**src/logic/debug_port_pkg.sv**
```systemverilog
// Constants and types shared by the debug port address-select block
`default_nettype none

package debug_port_pkg;

  // --------------------------------------------------------------
  // Selector codes
  // --------------------------------------------------------------
  localparam logic [7:0] SEL_PART_ID    = 8'h00;
  localparam logic [7:0] SEL_REV_ID     = 8'h01;
  localparam logic [7:0] SEL_HALT_CTL   = 8'h02;
  localparam logic [7:0] SEL_PROG_CTL   = 8'hdf;
  localparam logic [7:0] SEL_PROM_DATA  = 8'hbf;
  localparam logic [7:0] SEL_PROM_STAT  = 8'hb7;
  localparam logic [7:0] SEL_ADDR_HI    = 8'haf;
  localparam logic [7:0] SEL_ADDR_LO    = 8'hae;
  localparam logic [7:0] SEL_CKSUM_0    = 8'ha9;
  localparam logic [7:0] SEL_CKSUM_1    = 8'haa;
  localparam logic [7:0] SEL_CKSUM_2    = 8'hab;
  localparam logic [7:0] SEL_CKSUM_3    = 8'hac;
  localparam logic [7:0] SELECTOR_RESET = 8'h00;

  // --------------------------------------------------------------
  // Identification values (arbitrary values)
  // --------------------------------------------------------------
  localparam logic [7:0] PART_ID_VALUE = 8'h5a;
  localparam logic [7:0] REV_ID_VALUE  = 8'h00;

  // --------------------------------------------------------------
  // Frame layout
  // --------------------------------------------------------------
  localparam logic [1:0] INS_DATA_READ  = 2'h0;
  localparam logic [1:0] INS_DATA_WRITE = 2'h1;
  localparam logic [1:0] INS_ADDR_READ  = 2'h2;
  localparam logic [1:0] INS_ADDR_WRITE = 2'h3;
  localparam logic [3:0] INS_BITS       = 4'h2;
  localparam logic [3:0] BYTE_BITS      = 4'h8;
  localparam int         BUSY_BIT       = 7;

  // --------------------------------------------------------------
  // Types
  // --------------------------------------------------------------
  typedef enum logic [3:0] {
    TGT_NONE      = 4'h0,
    TGT_PART_ID   = 4'h1,
    TGT_REV_ID    = 4'h2,
    TGT_HALT_CTL  = 4'h3,
    TGT_PROG_CTL  = 4'h4,
    TGT_PROM_DATA = 4'h5,
    TGT_PROM_STAT = 4'h6,
    TGT_ADDR_HI   = 4'h7,
    TGT_ADDR_LO   = 4'h8,
    TGT_CKSUM_0   = 4'h9,
    TGT_CKSUM_1   = 4'ha,
    TGT_CKSUM_2   = 4'hb,
    TGT_CKSUM_3   = 4'hc
  } target_t;

  typedef enum logic [1:0] {
    ST_IDLE  = 2'h0,
    ST_INS   = 2'h1,
    ST_WDATA = 2'h2,
    ST_RDATA = 2'h3
  } frame_state_t;

  typedef struct packed {
    target_t    target;
    logic       wr;
    logic       rd;
    logic [7:0] wdata;
  } data_cmd_t;

endpackage

`default_nettype wire

```
**src/logic/debug_port_address_select.sv**
```systemverilog
// Address-select register and data routing of the two-wire debug port
`default_nettype none

// Function
// - Selector is written by the programmer; later data commands go to its target.
// - 0x00 part id, 0x01 revision id; both read only, writes ignored.
// - 0x02 halt control, 0xDF program control, 0xBF memory data.
// - 0xB7 program status, 0xAF address high, 0xAE address low.
// - 0xA9 to 0xAC select checksum bytes zero to three in order.
// - Selector read returns status; bit 7 high while a memory operation runs.
// - Two pins only: bidirectional data and a programmer-driven clock.
module debug_port_address_select #(
  parameter logic [7:0] part_id_value = debug_port_pkg::PART_ID_VALUE,
  parameter logic [7:0] rev_id_value  = debug_port_pkg::REV_ID_VALUE
) (
  input  wire logic                      clk_sys,
  input  wire logic                      resetn,
  input  wire logic                      debug_clock_pin,
  input  wire logic                      debug_data_pin_in,
  input  wire logic                      prog_busy,
  input  wire logic [7:0]                device_rdata,
  output logic                           debug_data_pin_out,
  output logic                           debug_data_pin_oe,
  output logic [7:0]                     debug_register_selector,
  output debug_port_pkg::data_cmd_t      data_cmd
);

  // --------------------------------------------------------------
  // Target decode
  // --------------------------------------------------------------
  function automatic debug_port_pkg::target_t decode_target(input logic [7:0] sel);
    unique case (sel)
      debug_port_pkg::SEL_PART_ID:   decode_target = debug_port_pkg::TGT_PART_ID;
      debug_port_pkg::SEL_REV_ID:    decode_target = debug_port_pkg::TGT_REV_ID;
      debug_port_pkg::SEL_HALT_CTL:  decode_target = debug_port_pkg::TGT_HALT_CTL;
      debug_port_pkg::SEL_PROG_CTL:  decode_target = debug_port_pkg::TGT_PROG_CTL;
      debug_port_pkg::SEL_PROM_DATA: decode_target = debug_port_pkg::TGT_PROM_DATA;
      debug_port_pkg::SEL_PROM_STAT: decode_target = debug_port_pkg::TGT_PROM_STAT;
      debug_port_pkg::SEL_ADDR_HI:   decode_target = debug_port_pkg::TGT_ADDR_HI;
      debug_port_pkg::SEL_ADDR_LO:   decode_target = debug_port_pkg::TGT_ADDR_LO;
      debug_port_pkg::SEL_CKSUM_0:   decode_target = debug_port_pkg::TGT_CKSUM_0;
      debug_port_pkg::SEL_CKSUM_1:   decode_target = debug_port_pkg::TGT_CKSUM_1;
      debug_port_pkg::SEL_CKSUM_2:   decode_target = debug_port_pkg::TGT_CKSUM_2;
      debug_port_pkg::SEL_CKSUM_3:   decode_target = debug_port_pkg::TGT_CKSUM_3;
      default:                       decode_target = debug_port_pkg::TGT_NONE;
    endcase
  endfunction

  function automatic logic is_external(input debug_port_pkg::target_t t);
    is_external = (t != debug_port_pkg::TGT_NONE) && (t != debug_port_pkg::TGT_PART_ID) &&
                  (t != debug_port_pkg::TGT_REV_ID);
  endfunction

  // --------------------------------------------------------------
  // Reset release
  // --------------------------------------------------------------
  logic rst_meta;
  logic rst_n;

  always_ff @(posedge clk_sys or negedge resetn) begin
    if (!resetn) begin
      rst_meta <= 1'b0;
      rst_n    <= 1'b0;
    end else begin
      rst_meta <= 1'b1;
      rst_n    <= rst_meta;
    end
  end

  // --------------------------------------------------------------
  // Pin synchronisers and link clock edges
  // --------------------------------------------------------------
  logic ck_meta;
  logic ck_sync;
  logic ck_prev;
  logic dt_meta;
  logic dt_sync;
  logic ck_rise;
  logic ck_fall;

  always_ff @(posedge clk_sys or negedge rst_n) begin
    if (!rst_n) begin
      ck_meta <= 1'b0;
      ck_sync <= 1'b0;
      ck_prev <= 1'b0;
      dt_meta <= 1'b0;
      dt_sync <= 1'b0;
    end else begin
      ck_meta <= debug_clock_pin;
      ck_sync <= ck_meta;
      ck_prev <= ck_sync;
      dt_meta <= debug_data_pin_in;
      dt_sync <= dt_meta;
    end
  end

  assign ck_rise = ck_sync & ~ck_prev;
  assign ck_fall = ~ck_sync & ck_prev;

  // --------------------------------------------------------------
  // Frame engine
  // --------------------------------------------------------------
  debug_port_pkg::frame_state_t state;
  debug_port_pkg::frame_state_t next_state;
  logic [3:0]                   cnt;
  logic [3:0]                   next_cnt;
  logic [1:0]                   ins;
  logic [1:0]                   next_ins;
  logic [7:0]                   shift;
  logic [7:0]                   next_shift;
  logic                         load_ext;
  logic                         next_load_ext;
  logic [7:0]                   next_selector;
  debug_port_pkg::data_cmd_t    next_cmd;
  logic                         next_out;
  logic                         next_oe;

  always_comb begin
    logic [7:0] word;
    word          = {dt_sync, shift[7:1]};
    next_state    = state;
    next_cnt      = cnt;
    next_ins      = ins;
    next_shift    = shift;
    next_load_ext = load_ext;
    next_selector = debug_register_selector;
    next_cmd      = data_cmd;
    next_cmd.wr   = 1'b0;
    next_cmd.rd   = 1'b0;
    next_out      = debug_data_pin_out;
    next_oe       = debug_data_pin_oe;
    unique case (state)
      debug_port_pkg::ST_IDLE: begin
        if (ck_rise && dt_sync) begin
          next_state = debug_port_pkg::ST_INS;
          next_cnt   = 4'h0;
        end
      end
      debug_port_pkg::ST_INS: begin
        if (ck_rise) begin
          next_ins = {dt_sync, ins[1]};
          next_cnt = cnt + 4'h1;
          if (cnt == debug_port_pkg::INS_BITS - 4'h1) begin
            next_cnt      = 4'h0;
            next_load_ext = 1'b0;
            unique case (next_ins)
              debug_port_pkg::INS_ADDR_READ: begin
                next_shift                          = 8'h00;
                next_shift[debug_port_pkg::BUSY_BIT] = prog_busy;
                next_state                          = debug_port_pkg::ST_RDATA;
              end
              debug_port_pkg::INS_DATA_READ: begin
                next_state = debug_port_pkg::ST_RDATA;
                if (data_cmd.target == debug_port_pkg::TGT_PART_ID) begin
                  next_shift = part_id_value;
                end else if (data_cmd.target == debug_port_pkg::TGT_REV_ID) begin
                  next_shift = rev_id_value;
                end else if (is_external(data_cmd.target)) begin
                  next_cmd.rd   = 1'b1;
                  next_load_ext = 1'b1;
                end else begin
                  next_shift = 8'h00;
                end
              end
              default: begin
                next_state = debug_port_pkg::ST_WDATA;
              end
            endcase
          end
        end
      end
      debug_port_pkg::ST_WDATA: begin
        if (ck_rise) begin
          next_shift = word;
          next_cnt   = cnt + 4'h1;
          if (cnt == debug_port_pkg::BYTE_BITS - 4'h1) begin
            next_state = debug_port_pkg::ST_IDLE;
            if (ins == debug_port_pkg::INS_ADDR_WRITE) begin
              next_selector   = word;
              next_cmd.target = decode_target(word);
            end else if (is_external(data_cmd.target)) begin
              next_cmd.wr    = 1'b1;
              next_cmd.wdata = word;
            end
          end
        end
      end
      debug_port_pkg::ST_RDATA: begin
        if (ck_fall) begin
          if (cnt == debug_port_pkg::BYTE_BITS) begin
            next_oe    = 1'b0;
            next_out   = 1'b0;
            next_state = debug_port_pkg::ST_IDLE;
          end else begin
            if (load_ext) begin
              next_out      = device_rdata[0];
              next_shift    = {1'b0, device_rdata[7:1]};
              next_load_ext = 1'b0;
            end else begin
              next_out   = shift[0];
              next_shift = {1'b0, shift[7:1]};
            end
            next_oe  = 1'b1;
            next_cnt = cnt + 4'h1;
          end
        end
      end
    endcase
  end

  always_ff @(posedge clk_sys or negedge rst_n) begin
    if (!rst_n) begin
      state                   <= debug_port_pkg::ST_IDLE;
      cnt                     <= 4'h0;
      ins                     <= 2'h0;
      shift                   <= 8'h00;
      load_ext                <= 1'b0;
      debug_register_selector <= debug_port_pkg::SELECTOR_RESET;
      data_cmd                <= '{debug_port_pkg::TGT_PART_ID, 1'b0, 1'b0, 8'h00};
      debug_data_pin_out      <= 1'b0;
      debug_data_pin_oe       <= 1'b0;
    end else begin
      state                   <= next_state;
      cnt                     <= next_cnt;
      ins                     <= next_ins;
      shift                   <= next_shift;
      load_ext                <= next_load_ext;
      debug_register_selector <= next_selector;
      data_cmd                <= next_cmd;
      debug_data_pin_out      <= next_out;
      debug_data_pin_oe       <= next_oe;
    end
  end

endmodule // debug_port_address_select

`default_nettype wire

```
**config.mk**
```make
export PLATFORM = sky130hd
export DESIGN_NAME = debug_port_address_select
export DESIGN_NICKNAME = d
export VERILOG_FILES = /design/src/logic/debug_port_pkg.sv /design/src/logic/debug_port_address_select.sv
export SDC_FILE = /design/constraint.sdc
export NUM_CORES = 1
export LEC_CHECK = 0
export ABC_AREA = 1
export BUFFER_PORTS_ARGS = -buffer_cell sky130_fd_sc_hd__buf_2
export CAP_MARGIN = 5
export CORE_ASPECT_RATIO = 1.1
export CORE_UTILIZATION = 50
export CTS_CLUSTER_DIAMETER = 120
export DETAILED_ROUTE_END_ITERATION = 8
export PLACE_DENSITY_LB_ADDON = 0.05
export SYNTH_ARGS = -nofsm -noshare
export SYNTH_HDL_FRONTEND = slang
export SYNTH_SLANG_ARGS = --single-unit
```
**constraint.sdc**
```tcl
create_clock -name clk_sys -period 3.54 [get_ports clk_sys]
set_input_delay 0.354 -clock clk_sys [delete_from_list [all_inputs] [get_ports clk_sys]]
set_output_delay 0.354 -clock clk_sys [all_outputs]
set_load 0.05 [all_outputs]
```
==> out/qor.yml <==
power:
  pwr_density_cell_nw_per_um2: 577
  leakagePower_nw: 1.39
  peakVddDrop_uv: 369
  totalPowerFinal_mw: 1.62
clocking:
  hold_buffers: 1
  cts_root_buf: "clkbuf_8"
  clk_latency_ns: 0.31
  clkTransAtPathRegs_ns: 0.08
  numCtsBuffers: 5
  cts_tree: "built"
  cts_sinks: 48
  clockBufferDepth: 2
  cts_resized: 0
  cts_max_level: 2
  post_cts_buffers: 0
cells_and_area:
  diodes: 0
  drive_above_1_share_pct: 25.1
  fin_nets: 358
  regArea_um2: 1200
  multiInputGateArea_um2: 1140
  fillers: 451
  syn2layout_area_growth_pct: 12.4
worst_setup_path:
  cpMostUsedCell: "inv_2"
  cp_cell_sequence: "inv_2 -> nor2_2 -> nand3_2 -> nor2_4 -> inv_2 -> nand2_1 -> o21ai_2"
  cp.arrival_ns: 1.81
  cp.required_ns: 3.73
  slowest_delay_ns: 0.63
  end_kind: "flip-flop"
  cp_max_fo: 20
  crit_cells: 7
  cp_num_buf_inv: 2
  critical-path-slowest-cell: "dfrtp_1"
  critPathTopFamily: "flip-flops"
  cp-start-kind: "flip-flop"
  crit_type: "flip-flop to flip-flop"
  reg2regPathDepth: 7
logic_synthesis:
  synth.distinct_cells: 27
  synth_nets: 318
  synth_edf_count: 0
  ys_warn_count: 0
  synth_area_um2: 2500
  syn_inst: 302
  ys.flop_type: "dfrtp_1"
  synth-async-reset-ratio_pct: 100
  synth.avg_cell_area_um2: 8.28
  ys_seq_area_share_pct: 48.1
  ys_ff_latch: 48
routing:
  wl_per_cell_um: 13.0
  drt_iter0_drc: 118
  routed_wl_um: 5170
  via_per_inst: 5.15
  dr.pass1.iters: 4
  ant_nets: 0
  drc: 0
  vias: 2054
grt:
  grt_max_degree: 47
  grt_use_total_pct: 21.8
  antenna_found_initial: 0
  grt_pass1_vias: 2020
  grt-ovfl-total: 0
  grt_pass1_wl_um: 9060
sta:
  clock.fmax_ghz: 0.619
  slew_violations: 0
  final.setup.tns_ns: 0
  finalHoldViolCount: 0
  relSlewSlack_pct: 35.6
  rsz0062_at_grt: "false"
  clock_skew_ns: 0.0122
  whs_ns: 0.152
  final.min_clock_period_ns: 1.62
  tightest_slew_ns: 0.967
  fin_crit_sh_pct: 45.7
  setup_viol: 0
placement:
  dpl.hpwl_um: 3830
  port_buffers: 36
  gp_congestion: 0.838
die:
  io_pins: 37
  die_h_um: 76.2
  die_x_um: 69.4
  dieArea_um2: 5290
  rows: 26
  coreArea_um2: 4720
  start_util_pct: 53.0
run_status:
  status: "completed"
hold_path:
  hold_depth: 1
  hp-class: "input pin to flip-flop"
run:
  cap_violations: 0
## cells by family (layout without fill, tap and decap cells)
| kind of cell | after synthesis | after routing | synth area share, % |
|---|---|---|---|
| mux | 1 | 1 | 0.400 |
| xor+xnor | 2 | 2 | 0.700 |
| simple gates | 168 | 168 | 30.1 |
| flops | 48 | 48 | 48.1 |
| fa+ha+maj | 3 | 3 | 1.50 |
| other cells | 1 | 1 | 0.150 |
| buf+inv | 33 | 74 | 6.20 |
| compound gates | 46 | 46 | 12.9 |
## registers in the layout, summed over array words and instances (netlist names)
register	count
dt_sync	1
state	2
data_cmd	14
rst_meta	1
ck_prev	1
debug_register_selector	8
debug_data_pin_out	1
ck_sync	1
debug_data_pin_oe	1
rst_n	1
ck_meta	1
dt_meta	1
cnt	4
ins	2
shift	8
load_ext	1
## report_power, final
group	switching (mW)	internal [mW]	total [mW]
Combinational	0.391	0.162	0.553
Clock	0.180	0.156	0.336
Sequential	0.109	0.624	0.733
Total	0.680	0.942	1.62
## layer usage
layer	vias to the layer above	routed length (um)	global-route usage, %
met5	-	0	0
met4	0	117	10.4
met3	11	219	4.76
met2	56	2580	36.9
met1	941	2250	26.1
li1	1046	-	-
## cells in the final DEF (no fill, tap or decap), drive strengths merged, types with 6 or more instances in the layout
cell type / instances
nand2: 115
dfrtp: 47
buf: 36
o21ai: 34
nor2: 29
inv: 28
nand3: 16
nand4: 6
clkbuf: 6
## stage by stage
stage / util [%] / setup slack (ns) / instance area (um2) / instances
final: 59.6 / 1.92 / 2810 / 399
after global routing: 59.6 / 1.77 / 2810 / 399
after CTS: 59.6 / 1.93 / 2810 / 399
after detailed placement: 57.4 / 1.93 / 2710 / 390
after global placement: 57.4 / 1.98 / 2710 / 390
after floorplan: - / 2.00 / 2500 / 302
## worst paths after layout
path                                       from                                      to  slack [ns]
max                        state[1]$_DFFE_PN0P_  debug_register_selector[6]$_DFFE_PN0P_        1.92
min                             debug_clock_pin                       ck_meta$_DFF_PN0_        0.15
max reg2reg                state[1]$_DFFE_PN0P_  debug_register_selector[6]$_DFFE_PN0P_        1.92
min reg2reg                   ck_meta$_DFF_PN0_                       ck_sync$_DFF_PN0_        0.35
max in group asynchronous       rst_n$_DFF_PN0_                 data_cmd[7]$_DFFE_PN0P_        2.52
min in group asynchronous                resetn                         rst_n$_DFF_PN0_        0.36
## Yosys cell counts, drive strengths merged, types with 2 or more instances
| master | n | area [um2] |
|---|---|---|
| nand2 | 115 | 474 |
| dfrtp | 47 | 1180 |
| o21ai | 34 | 234 |
| nor2 | 29 | 141 |
| inv | 28 | 105 |
| nand3 | 16 | 90.1 |
| nand4 | 6 | 37.5 |
| a21oi | 5 | 25.0 |
| o211ai | 5 | 37.5 |
| buf | 4 | 45.0 |
| ha | 3 | 37.5 |
| nor3 | 2 | 10.0 |
| xor2 | 2 | 17.5 |
## final cells by class
type	instances	area share (%)
clock inverters	2	0.356
clock buffers	6	2.94
inverters	29	3.92
repair buffers	37	6.77
well taps	56	2.49
multi-input cells	221	40.7
flip-flops and latches	48	42.8
## worst reg2reg max path, delay by kind of cell, from the launching register on
kind / cells / cell delay, ns
AOI/OAI and AO/OA: 1 / 0.05
buffers and inverters: 2 / 0.30
DFF: 1 / 0.63
and+or+nand+nor: 4 / 0.54
(Power assumes the default switching activity.)
